$ cat config.mk
export PLATFORM = sky130hd
export DESIGN_NAME = sdram_cfg_burst
export DESIGN_NICKNAME = d
export VERILOG_FILES = /design/src/sdram_cfg_pkg.sv /design/src/burst_col_gen.sv /design/src/sdram_cfg_burst.sv
export SDC_FILE = /design/constraint.sdc
export NUM_CORES = 1
export LEC_CHECK = 0
export BUFFER_PORTS_ARGS = -buffer_cell sky130_fd_sc_hd__clkbuf_2
export CAP_MARGIN = 0
export CORE_ASPECT_RATIO = 1.4
export CORE_MARGIN = 1
export CORE_UTILIZATION = 35
export CTS_BUF_LIST = sky130_fd_sc_hd__clkbuf_4
export CTS_CLUSTER_DIAMETER = 30
export DETAILED_ROUTE_END_ITERATION = 16
export MAX_ROUTING_LAYER = met4
export SYNTH_ARGS = -nofsm -noshare
export SYNTH_HDL_FRONTEND = slang
export SYNTH_SLANG_ARGS = --single-unit
export TNS_END_PERCENT = 20
$ cat constraint.sdc
create_clock -name core_clk -period 3.9 [get_ports core_clk]
set_clock_uncertainty 0.1 [all_clocks]
set_input_delay 0.195 -clock core_clk [delete_from_list [all_inputs] [get_ports core_clk]]
set_output_delay 0.195 -clock core_clk [all_outputs]
set_load 0.03 [all_outputs]
$ cat src/sdram_cfg_pkg.sv
// constants, field layout and command types for the configuration and burst block
// assumes a single core clock; command pins are sampled on its rising edge
package sdram_cfg_pkg;

	// ==========================================================
	// configuration register layout
	localparam int CFG_W = 14;
	localparam int COL_W = 10;
	localparam int CNT_W = 11;

	typedef struct packed {
		logic [6:0] option_bits;
		logic [2:0] latency_field;
		logic wrap_select;
		logic [2:0] burst_len_field;
	} cfg_s;

	localparam logic [CFG_W-1:0] CFG_RESET = 14'h0000;

	// ==========================================================
	// field codes
	localparam logic [2:0] LAT_TWO = 3'h2;
	localparam logic [2:0] LAT_THREE = 3'h3;
	localparam logic [2:0] BL_ONE = 3'h0;
	localparam logic [2:0] BL_TWO = 3'h1;
	localparam logic [2:0] BL_FOUR = 3'h2;
	localparam logic [2:0] BL_EIGHT = 3'h3;
	localparam logic [2:0] BL_PAGE = 3'h7;
	localparam logic WRAP_SEQ = 1'b0;
	localparam logic WRAP_ILV = 1'b1;

	// burst word counts; full page is fixed for the four-bit organization
	localparam logic [CNT_W-1:0] WORDS_NONE = 11'h000;
	localparam logic [CNT_W-1:0] WORDS_ONE = 11'h001;
	localparam logic [CNT_W-1:0] WORDS_TWO = 11'h002;
	localparam logic [CNT_W-1:0] WORDS_FOUR = 11'h004;
	localparam logic [CNT_W-1:0] WORDS_EIGHT = 11'h008;
	localparam logic [CNT_W-1:0] PAGE_WORDS_X4 = 11'h400;
	localparam logic [CNT_W-1:0] PAGE_WORDS_X8 = 11'h200;
	localparam logic [CNT_W-1:0] PAGE_WORDS_X16 = 11'h100;
	localparam logic [CNT_W-1:0] PAGE_WORDS = PAGE_WORDS_X4;

	// ==========================================================
	// command pins
	typedef struct packed {
		logic cs_n;
		logic ras_n;
		logic cas_n;
		logic we_n;
	} cmd_s;

	localparam logic [3:0] CMD_CONFIG_WRITE = 4'h0;
	localparam logic [3:0] CMD_READ = 4'h5;
	localparam logic [3:0] CMD_WRITE = 4'h4;

	typedef enum logic {
		ST_IDLE = 1'b0,
		ST_BURST = 1'b1
	} burst_st_e;

endpackage : sdram_cfg_pkg

$ cat src/burst_col_gen.sv
// burst column generator: column of the n-th word of a burst
// assumes mask has ones over the low bits that wrap inside the aligned block
`timescale 1ns/1ps
module burst_col_gen
	import sdram_cfg_pkg::*;
(
	input wire logic [COL_W-1:0] start_col,
	input wire logic [COL_W-1:0] word_cnt,
	input wire logic [COL_W-1:0] wrap_mask,
	input wire logic interleave,
	output logic [COL_W-1:0] col
);

	logic [COL_W-1:0] seq_sum;

	assign seq_sum = start_col + word_cnt;

	// ==========================================================
	// per-bit select: bits above the block stay at the start column
	for (genvar i = 0; i < COL_W; i++) begin : g_bit
		assign col[i] = wrap_mask[i] ? (interleave ? (start_col[i] ^ word_cnt[i])
			: seq_sum[i]) : start_col[i];
	end

endmodule : burst_col_gen

$ cat src/sdram_cfg_burst.sv
// configuration register, read latency and burst column ordering of the dram
// assumes the controller keeps the power-on sequence; data array lives outside
`timescale 1ns/1ps

// What this block does
// - config write captures all address bits
// - fields: options, latency, wrap, burst length
// - latency codes 010 two, 011 three
// - burst codes 1,2,4,8 and full page
// - release data outputs after last word
// - wrap bit: zero sequential, one interleaved
// - interleaved full page is reserved
// - sequential wraps inside aligned block
// - interleaved is start xor counter
// - full page spans whole row length
module sdram_cfg_burst
	import sdram_cfg_pkg::*;
(
	input wire logic core_clk,
	input wire logic rst_n,
	input wire cmd_s cmd,
	input wire logic [CFG_W-1:0] addr,
	output cfg_s burst_latency_config,
	output logic cfg_written,
	output logic [COL_W-1:0] col_addr,
	output logic col_valid,
	output logic col_is_read,
	output logic dq_oe_n
);

	// ==========================================================
	// state
	typedef struct packed {
		cfg_s cfg;
		logic cfg_seen;
		burst_st_e st;
		logic is_read;
		logic ilv;
		logic [COL_W-1:0] start;
		logic [COL_W-1:0] mask;
		logic [CNT_W-1:0] cnt;
		logic [CNT_W-1:0] words;
		logic [COL_W-1:0] col;
		logic col_valid;
		logic rd_word;
		logic rd_dly;
		logic oe_n;
	} state_s;

	state_s q;
	state_s d;

	logic cfg_cmd;
	logic rdwr_cmd;
	logic lat_ok;
	logic go;
	logic rd_go;
	logic wr_go;
	logic [CNT_W-1:0] words_dec;
	logic [COL_W-1:0] gen_col;

	// ==========================================================
	// decode
	assign cfg_cmd = (cmd == CMD_CONFIG_WRITE);
	assign rdwr_cmd = (cmd == CMD_READ) || (cmd == CMD_WRITE);
	assign lat_ok = (q.cfg.latency_field == LAT_TWO) ||
		(q.cfg.latency_field == LAT_THREE);
	assign go = rdwr_cmd && lat_ok && (words_dec != WORDS_NONE);
	assign rd_go = go && (cmd == CMD_READ);
	assign wr_go = go && (cmd == CMD_WRITE);

	// reserved codes decode to no words, so such a command starts nothing
	always_comb begin
		case (q.cfg.burst_len_field)
			BL_ONE: words_dec = WORDS_ONE;
			BL_TWO: words_dec = WORDS_TWO;
			BL_FOUR: words_dec = WORDS_FOUR;
			BL_EIGHT: words_dec = WORDS_EIGHT;
			BL_PAGE: words_dec = (q.cfg.wrap_select == WRAP_SEQ) ? PAGE_WORDS
				: WORDS_NONE;
			default: words_dec = WORDS_NONE;
		endcase
	end

	burst_col_gen u_col_gen (
		.start_col(q.start),
		.word_cnt(q.cnt[COL_W-1:0]),
		.wrap_mask(q.mask),
		.interleave(q.ilv),
		.col(gen_col)
	);

	// ==========================================================
	// next state
	always_comb begin
		d = q;
		d.col_valid = 1'b0;
		d.rd_word = 1'b0;
		if (cfg_cmd) begin
			d.cfg = cfg_s'(addr);
			d.cfg_seen = 1'b1;
		end
		// a new read or write cuts any running burst short
		if (go) begin
			d.start = addr[COL_W-1:0];
			d.mask = COL_W'(words_dec - WORDS_ONE);
			d.ilv = (q.cfg.wrap_select == WRAP_ILV);
			d.words = words_dec;
			d.is_read = (cmd == CMD_READ);
			d.col = addr[COL_W-1:0];
			d.col_valid = 1'b1;
			d.rd_word = (cmd == CMD_READ);
			d.cnt = WORDS_ONE;
			d.st = (words_dec == WORDS_ONE) ? ST_IDLE : ST_BURST;
		end else begin
			case (q.st)
				ST_BURST: begin
					d.col = gen_col;
					d.col_valid = 1'b1;
					d.rd_word = q.is_read;
					d.cnt = q.cnt + WORDS_ONE;
					if (q.cnt == q.words - WORDS_ONE) begin
						d.st = ST_IDLE;
					end
				end
				default: d.st = ST_IDLE;
			endcase
		end
		d.rd_dly = q.rd_word;
		// drive exactly while delayed read words run, else release
		d.oe_n = (q.cfg.latency_field == LAT_TWO) ? !q.rd_word
			: !q.rd_dly;
	end

	always_ff @(posedge core_clk) begin
		if (!rst_n) begin
			q <= '{cfg: cfg_s'(CFG_RESET), st: ST_IDLE, oe_n: 1'b1, default: '0};
		end else begin
			q <= d;
		end
	end

	assign burst_latency_config = q.cfg;
	assign cfg_written = q.cfg_seen;
	assign col_addr = q.col;
	assign col_valid = q.col_valid;
	assign col_is_read = q.rd_word;
	assign dq_oe_n = q.oe_n;
endmodule : sdram_cfg_burst

[Word level (Yosys, flattened, before mapping)]
Index checks and enable logic that the tools add are counted.
Cells by class
  add/subtract/negate cells: 4
  bitwise gates (word level): 11
  reductions and logical operators: 11
  mux-type cells: 31
  equality and inequality tests: 10
Operator list (number)
  $pmux 11 s5: 1
  $mux 1: 27
  $mux 12: 2
  $eq 3x2->1 const B: 4
  $add 11x1->11 const B: 1
  $eq 11x1->1 const B: 1
  $eq 11x11->1: 1
  $mux 11: 1
  $reduce_bool 11->1: 1
  $sub 11x1->11 const B: 1
  $add 10x10->10: 1
  $sub 10x1->10 const B: 1
  $xor 1x1->1: 10
  $eq 4x3->1 const B: 2
  $logic_not 4->1: 1
  $eq 3x1->1 const B: 1
  $eq 3x3->1 const B: 1
  $logic_not 3->1: 1
  $logic_and 1x1->1: 2
  $logic_not 1->1: 2
  $logic_or 1x1->1: 2
  $reduce_bool 2->1: 1
  $reduce_or 2->1: 1
  $not 1->1: 1
Storage, ports and cells
  output and inout port bits: 28
  bits in registers: 74
  input port bits: 20

[Longest topological paths before layout]
Gate-level depths: netlist of run 1.
  word-level depth: 5
  mapped depth: 8
  mapped depth without buffers: 8

[Hierarchy]
A second synthesis of run 1 with hierarchy kept.
Unflattened totals
  cell total of the unflattened synthesis: 423
  area, all modules: 3813.7 um2
By module, submodules not included
  sdram_cfg_burst: cells an instance 343, sequential area each 1301.2 um2, instances 1, area an instance 3256.9 um2
  burst_col_gen: cells an instance 80, sequential area each 0.0 um2, instances 1, area an instance 556.8 um2

[Worst setup path after synthesis of run 1]
OpenSTA, ideal clock, no wires.
  kind: register to register
  start point: register q[25] in the netlist's numbering
  end point: register q, in the netlist col_addr[8]
  arrival time: 1.902 ns
  slack: 1.776 ns
  stages on the path, launching flop included: 9
  path buffers: 0
  cell sequence: dfxtp_1 > ha_1 > inv_1 > fa_1 > nand2b_1 > a21oi_1 > o21ai_0 > xnor2_1 > o311a_1
On the way
  cells in the longest elaborated chain, start to end: 5
Ends and longest elaborated chain
  from (decl): line sdram_cfg_burst.sv:50  | state_s q;
  from (signal assigned): line sdram_cfg_burst.sv:137  | q <= '{cfg: cfg_s'(CFG_RESET), st: ST_IDLE, oe_n: 1'b1, default: '0};
  from (signal assigned): line sdram_cfg_burst.sv:139  | q <= d;
  $add 10x10->10: line burst_col_gen.sv:16  | assign seq_sum = start_col + word_cnt;
  $mux 1 (2 in series): line burst_col_gen.sv:21  | assign col[i] = wrap_mask[i] ? (interleave ? (start_col[i] ^ word_cnt[i])
  $mux 12: line sdram_cfg_burst.sv:116  | case (q.st)
  $mux 12: line sdram_cfg_burst.sv:104  | if (go) begin
Every way passes these cells. The select of a mux whose other input is x is not followed.
A chain may end at the register's enable or synchronous reset.

[Worst setup path in the final report of run 1]
  start point: register q, in the netlist burst_latency_config[1]
  end point: register q, in the netlist col_addr[9]
On the way
  cells in the longest elaborated chain, start to end: 5
Ends and longest elaborated chain
  $eq 3x3->1 (tied with other cells): line sdram_cfg_burst.sv:74  | case (q.cfg.burst_len_field)
  $pmux 11 s5 *: line sdram_cfg_burst.sv:74
  $reduce_bool 11->1 *: line sdram_cfg_burst.sv:68  | assign go = rdwr_cmd && lat_ok && (words_dec != WORDS_NONE);
  $logic_and 1x1->1 *: line sdram_cfg_burst.sv:68
  $mux 12 / $reduce_bool 2->1 (equally long branches)
Every way passes the cells marked *; elsewhere a longest branch is shown, timed or not.

==> summary.md, run 1 <==
| Metric | Value |
|---|---|
| Status | finished clean |
| Vias in the first global route | 2922 |
| Final setup vio count | 0 |
| Largest family of logic cells by synthesized area | compound AO/OA/AOI/OAI gates |
| NumNets Final | 497 |
| Max Slew Vio Count | 0 |
| First-pass GRT wire length | about 14000 um |
| Hold depth | 4 |
| Mapped Cells | 431 |
| Type of origin of the critical path | flip-flop |
| Final Hold Vio Count | 0 |
| Seq cells post-synth | between 60 and 70 |
| Htree depth | 3 |
| Synth Flop Type | dfxtp_1 |
| Root buffer cell | clkbuf_4 |
| Relative slew slack | 27.6% |
| Commonest cells after routing, fill and taps aside | nand2_1 (82), dfxtp_1 (65), clkbuf_2 (47) |
| CP max stage cell | a311o_1 |
| Synth Area in Simple Gates | 20.5% |
| Initial Utilization | 36.0% |
| DR vias/cell | between 5 and 6 |
| Initial antenna violation count | 1 |
| Clk_lat worst skew | 0.41 ns |
| Post-cts sizing count | 0 |
| WL per Instance | 14.4 um |
| Flop2flop setup slack | 1.12 ns |
| Adder-cell area share of the yosys netlist | 6.14% |
| Post-synth ARST share | 0% |
| LEAKAGE | 1.57 nW |
| Detailed-route DRC error count | 0 |
| Max VDD drop | between 0.00015 and 0.0002 V |
| Hold_sp | cmd[0] |
| # Max-Cap Violations | 0 |
| Post-DP HPWL | 6220 um |
| CP top delay family | compound AO/OA/AOI/OAI gates |
| Post-synthesis mux area share | 1.15% |
| Crit path buf inv count | 1 |
| CP max stage delay | about 0.91 ns |
| Crit-path cells | nor2_1 -> nand2_1 -> ha_1 -> a311o_1 -> buf_4 -> o211ai_1 -> a21boi_0 -> o211a_1 |
| Post-synth EDFFs | 0 |
| CP Class | reg2reg |
| CP max FO | 29 |
| Setup TNS | 0 ns |
| Post-synthesis sequential area ratio | 36.3% |
| Reg2Reg Capture Point | col_addr[9] |
| Largest net degree at the start of global routing | 60 |
| Hold Crit Class | in2reg |
| Crit share post-route | about 71% |
| Area grow syn2layout | 11.9% |
| Die Span Y | 122 um |
| Xor/xnor cell area share of the yosys netlist | 5.13% |
| Total CTS buffers | 9 |
| CTS Sinks | 65 |
| Pwr per Cell Area | 295 nW/um^2 |
| Period minus WS final | 2.78 ns |
| CTS Buffer Depth | 2 |
| CP Data Required Time | 4.16 ns |
| DIE AREA | 10700 um^2 |
| RSZ-0062 raised after global routing | false |
| Syn avg cell area | between 8 and 9 um^2 |
| Worst Setup SP | burst_latency_config[1] |
| Yosys cell types | 57 |
| Via count | about 3100 |
| Crit. End Element | flip-flop |
| Yosys warns | 0 |
| IO Port Bufs | 47 |
| Most common cell after layout, fill and taps aside | nand2_1 |
| Ratio of cells with drive above 1 in the final layout | 15.7% |
| GPL Wtd Cong | 0.863 |
| Reg2reg start | burst_latency_config[1] |
| Pwr Total | 1.19 mW |
| Reg2reg path depth | 8 |
| Initial DRC count | 161 |
| Worst slew pin tran | approximately 1.1 ns |
| Syn Nets | 468 |
| Post-DRT Antenna Nets | 0 |
| Drt pass-1 iters | 4 |
| Core ar. | 9950 um^2 |
| Site Rows | 43 |
| DRT Wirelength | roughly 8600 um |
| Mapped Area | 3590 um^2 |
| Total Routing Usage GR | 18.0% |
| CTS tree | built |
| Highest Clock Rate | around 360 MHz |
| Grt total ovfl | 0 |
| Die Wd | 87.6 um |
| Clk slew on worst S/H paths | approximately 0.12 ns |
| IO Pins | 48 |
| Synth Area in Compound Gates | 21.5% |
| WHS Endpoint | q[57] |
| Critical Path AT | 3.04 ns |
layer usage:
| metal | wire length (um) | global-route usage [%] | up-vias |
|---|---|---|---|
| met5 | 0 | - | - |
| li1 | - | - | 1543 |
| met1 | 3870 | 21.1 | 1472 |
| met4 | 223 | 7.99 | 0 |
| met2 | 4230 | 29.4 | 66 |
| met3 | 325 | 3.79 | 14 |
cells by family (layout without fill, tap and decap cells):
logic type,count (synthesis),after routing
AO/OA/AOI/OAI,105,105
multiplexers,4,4
other,0,1
XOR/XNOR,21,21
buffers and inverters,58,91
AND/OR/NAND/NOR,161,161
adder cells (fa/ha/maj),17,17
flip-flops,65,65
per-stage QoR:
| step | setup slack (ns) | util [%] | hold slack, ns | cells | area, um^2 |
|---|---|---|---|---|---|
| 6_report | 1.12 | 40.3 | 0.0435 | 600 | 4020 |
| 5_1_grt | 0.829 | 40.3 | 0.0442 | 600 | 4020 |
| 4_1_cts | 1.08 | 40.3 | 0.0168 | 599 | 4010 |
| 3_5_place_dp | 1.12 | 37.6 | 0.328 | 570 | 3740 |
| 3_3_place_gp | 1.22 | 37.6 | 0.318 | 570 | 3740 |
| 2_1_floorplan | 1.78 | - | 0.230 | 431 | 3590 |
state kept, by name (all words and copies together), names as in the netlist:
signal / cells
col_addr: 10
burst_latency_config: 14
col_valid: 1
cfg_written: 1
q: 37
col_is_read: 1
dq_oe_n: 1
power by group:
part / internal, mW / switching [mW]
logic: 0.0332 / 0.0410
clock network: 0.189 / 0.251
registers: 0.668 / 0.00382
synth_stat cells (all sizes together) (2+ instances only):
| library cell | count | area (um^2) |
|---|---|---|
| o211ai | 7 | 57.6 |
| a311o | 2 | 20.0 |
| mux2i | 3 | 30.0 |
| and3 | 6 | 37.5 |
| o21a | 3 | 22.5 |
| xor2 | 12 | 105 |
| inv | 11 | 41.3 |
| clkbuf | 16 | 60.1 |
| xnor2 | 9 | 78.8 |
| o311a | 3 | 30.0 |
| nand2b | 4 | 25.0 |
| ha | 16 | 200 |
| a211oi | 2 | 15.0 |
| a221oi | 2 | 17.5 |
| a21o | 2 | 15.0 |
| dfxtp | 65 | 1300 |
| nor4 | 3 | 18.8 |
| nor3 | 4 | 20.0 |
| buf | 31 | 234 |
| nand2 | 83 | 314 |
| nor2 | 27 | 101 |
| nand3 | 10 | 50.1 |
| nand4 | 7 | 43.8 |
| a311oi | 2 | 23.8 |
| a31oi | 2 | 12.5 |
| a21oi | 11 | 55.1 |
| a21boi | 37 | 278 |
| or3 | 7 | 43.8 |
| o211a | 6 | 60.1 |
| o21ai | 19 | 95.1 |
final cells by class:
| class | instances | area [um^2] |
|---|---|---|
| antenna | 1 | 2.50 |
| inverter | 11 | 41.3 |
| multi-input combinational | 308 | 1970 |
| timing repair buffer | 65 | 405 |
| tap | 135 | 169 |
| clock buffer | 9 | 67.6 |
| sequential | 65 | 1300 |
| clock inverter | 6 | 60.1 |
| fill | 1036 | 5940 |
how the worst max path moves through the flow:
stage	end	slack [ns]	cells past startpoint
3_3_place_gp	col_addr[9]	1.22	8
2_1_floorplan	col_addr[8]	1.78	8
3_5_place_dp	col_addr[9]	1.12	8
4_1_cts	col_addr[9]	1.08	8
6_report	col_addr[9]	1.12	8
5_1_grt	col_addr[9]	0.83	8
worst reg2reg max path, cell delays in order, from the launching register on:
cell	delay (ns)
dfxtp_1	0.46
nor2_1	0.08
nand2_1	0.14
ha_1	0.23
a311o_1	0.91
buf_4	0.36
o211ai_1	0.11
a21boi_0	0.18
o211a_1	0.16
what timing repair did:
action	in CTS	in global routing
setup buffers	0	0
hold buffers	14	0
endpoints found under the hold margin	29	0
endpoints found under the setup margin	0	0
Power figures use the tool's default switching activity.
==> inputs of run 2 (changes only) <==
clock period = 2.7 ns   (was 3.9 ns; I/O delays follow)
==> summary.md, run 2 (synthesized netlist as in run 1, its figures left out) <==
| Metric | Value |
|---|---|
| Status | finished clean |
| Sequential Power Share | 59.9% |
| First-pass GRT wire length | 14400 um |
| Crit. End Element | flip-flop |
| Root buffer cell | clkbuf_4 |
| IO Port Bufs | 47 |
| WL per Instance | 14.4 um |
| Initial antenna violation count | 0 |
| Max VDD drop | 0.000223 V |
| Site Rows | 43 |
| Total Routing Usage GR | approximately 18% |
| Post-DP HPWL | between 6000 and 7000 um |
| Post-cts sizing count | 0 |
| CTS Buffer Depth | 2 |
| CTS tree | built |
| N_diodes | 0 |
| Drt pass-1 iters | 4 |
| Most common cell after layout, fill and taps aside | nand2_1 |
| Htree depth | 3 |
| Area grow syn2layout | 12.7% |
| Hold Crit Class | in2reg |
| CP max stage cell | dfxtp_1 |
| Top reg by flops | q |
| DIE AREA | 10700 um^2 |
| Vias in the first global route | 2991 |
| Period minus WS final | around 2.4 ns |
| Clk_lat worst skew | 0.42 ns |
| Initial DRC count | 118 |
| Final Hold Vio Count | 0 |
| Comb pwr share | between 6 and 7% |
| Die Wd | 87.6 um |
| Worst slew pin tran | 0.700 ns |
| DRT Wirelength | ~8700 um |
| IO Pins | 48 |
| # Max-Cap Violations | 0 |
| Clk slew on worst S/H paths | 0.12 ns |
| Psw | about 430 uW |
| Grt total ovfl | 0 |
| Ratio of cells with drive above 1 in the final layout | approximately 16% |
| Detailed-route DRC error count | 0 |
| CP max stage delay | between 0.4 and 0.5 ns |
| Pwr Total | 1.62 mW |
| Critical Path AT | 2.58 ns |
| Die Span Y | 122 um |
| Type of origin of the critical path | flip-flop |
| Finished Layout Cells | 605 |
| Post-DRT Antenna Nets | 0 |
| Initial Utilization | 36.0% |
| RSZ-0062 raised after global routing | false |
| Core ar. | 9950 um^2 |
| Power share of the clock group | 33.3% |
| Internal power | approximately 1.2 mW |
| Post-route cell area | 4040 um^2 |
| CP Class | reg2reg |
| Highest Clock Rate | 423 MHz |
| Crit-path cells | ha_1 -> inv_1 -> fa_1 -> nand2b_1 -> a21oi_1 -> o21ai_0 -> xnor2_1 -> o311a_1 |
| Commonest cells after routing, fill and taps aside | nand2_1 (82), dfxtp_1 (65), clkbuf_2 (47) |
| GPL Wtd Cong | 0.855 |
| Crit share post-route | between 80% and 90% |
| Pwr per Cell Area | 400 nW/um^2 |
| Final setup vio count | 0 |
| NumNets Final | 502 |
| Max Slew Vio Count | 0 |
| CP Data Required Time | slightly below 3 ns |
| Post-placement cell count | 574 |
| Setup TNS | 0 ns |
| Worst setup slack after layout | around 0.34 ns |
| Total CTS buffers | 9 |
| Via count | approximately 3100 |
| Relative slew slack | 53.3% |
| CTS Sinks | 65 |
| LEAKAGE | 1.59 nW |
| Placed instance area | 3790 um^2 |
| Place WS | 0.354 ns |
| Largest net degree at the start of global routing | 41 |
| DR vias/cell | 5.04 |
| Number of flip-flops in the largest register | 37 |
| Switching Fraction | 26.3% |
| CP max FO | 5 |
==> run 2: cell types whose count changed in the layout (fill, tap and decap cells not counted) <==
cell / change
dlygate4sd3_1: +1
diode_2: -1
buf_4: +3
bufinv_16: -1
clkinv_1: +2
buf_12: +1
==> run 2: path summary, 6_finish.rpt <==
kind	startpoint	end	slack, ns	depth (start not counted)
max	q[25]	col_addr[8]	0.34	8
min reg2reg	burst_latency_config[13]	burst_latency_config[13]	0.36	2
max reg2reg	q[25]	col_addr[8]	0.34	8
min	cmd[3]	q[53]	0.11	5
==> run 2: area by class of cell <==
cell class	count	area (um^2)
Clock buffer	9	67.6
Clock inverter	7	37.5
Fill cell	1024	5910
Inverter	11	41.3
Multi-Input combinational cell	308	1970
Sequential cell	65	1300
Tap cell	135	169
Timing Repair Buffer	70	458
==> run 2: critical path, delay by kind of cell, from the launching register on <==
| kind | cells | cell delay (ns) |
|---|---|---|
| compound gates | 3 | 0.71 |
| xor+xnor | 1 | 0.15 |
| fa+ha+maj | 2 | 0.62 |
| buf+inv | 1 | 0.06 |
| flops | 1 | 0.44 |
| simple gates | 1 | 0.19 |
==> run 2: what timing repair did <==
action                                 in CTS  in global routing
endpoints found under the hold margin      35                  0
hold buffers                               15                  0
buffers inserted                            0                  0
==> run 2: power groups by stage <==
| stage | clock [mW] | sequential (mW) | combinational, mW |
|---|---|---|---|
| after global placement | 0 | 0.991 | 0.0919 |
| after CTS | 0.564 | 0.970 | 0.110 |
| after global routing | 0.602 | 0.971 | 0.121 |
| after floorplan | 0 | 0.992 | 0.0591 |
| final | 0.538 | 0.970 | 0.110 |
| after detailed placement | 0 | 0.992 | 0.0931 |
==> run 2: stage by stage <==
| step | hold slack, ns | utilization (%) |
|---|---|---|
| floorplan | 0.170 | - |
| global placement | 0.257 | 38.1 |
| detailed placement | 0.270 | 38.1 |
| CTS | 0.0661 | 40.6 |
| global route | 0.105 | 40.6 |
| finish | 0.108 | 40.6 |
==> run 2: per-layer routing <==
metal	GRT usage [%]	up-vias	part of all wire [%]
met1	21.1	1430	44
met4	7.79	0	2.1
met2	30.2	53	51
met5	-	-	0
li1	-	1555	-
met3	4.13	13	3.2
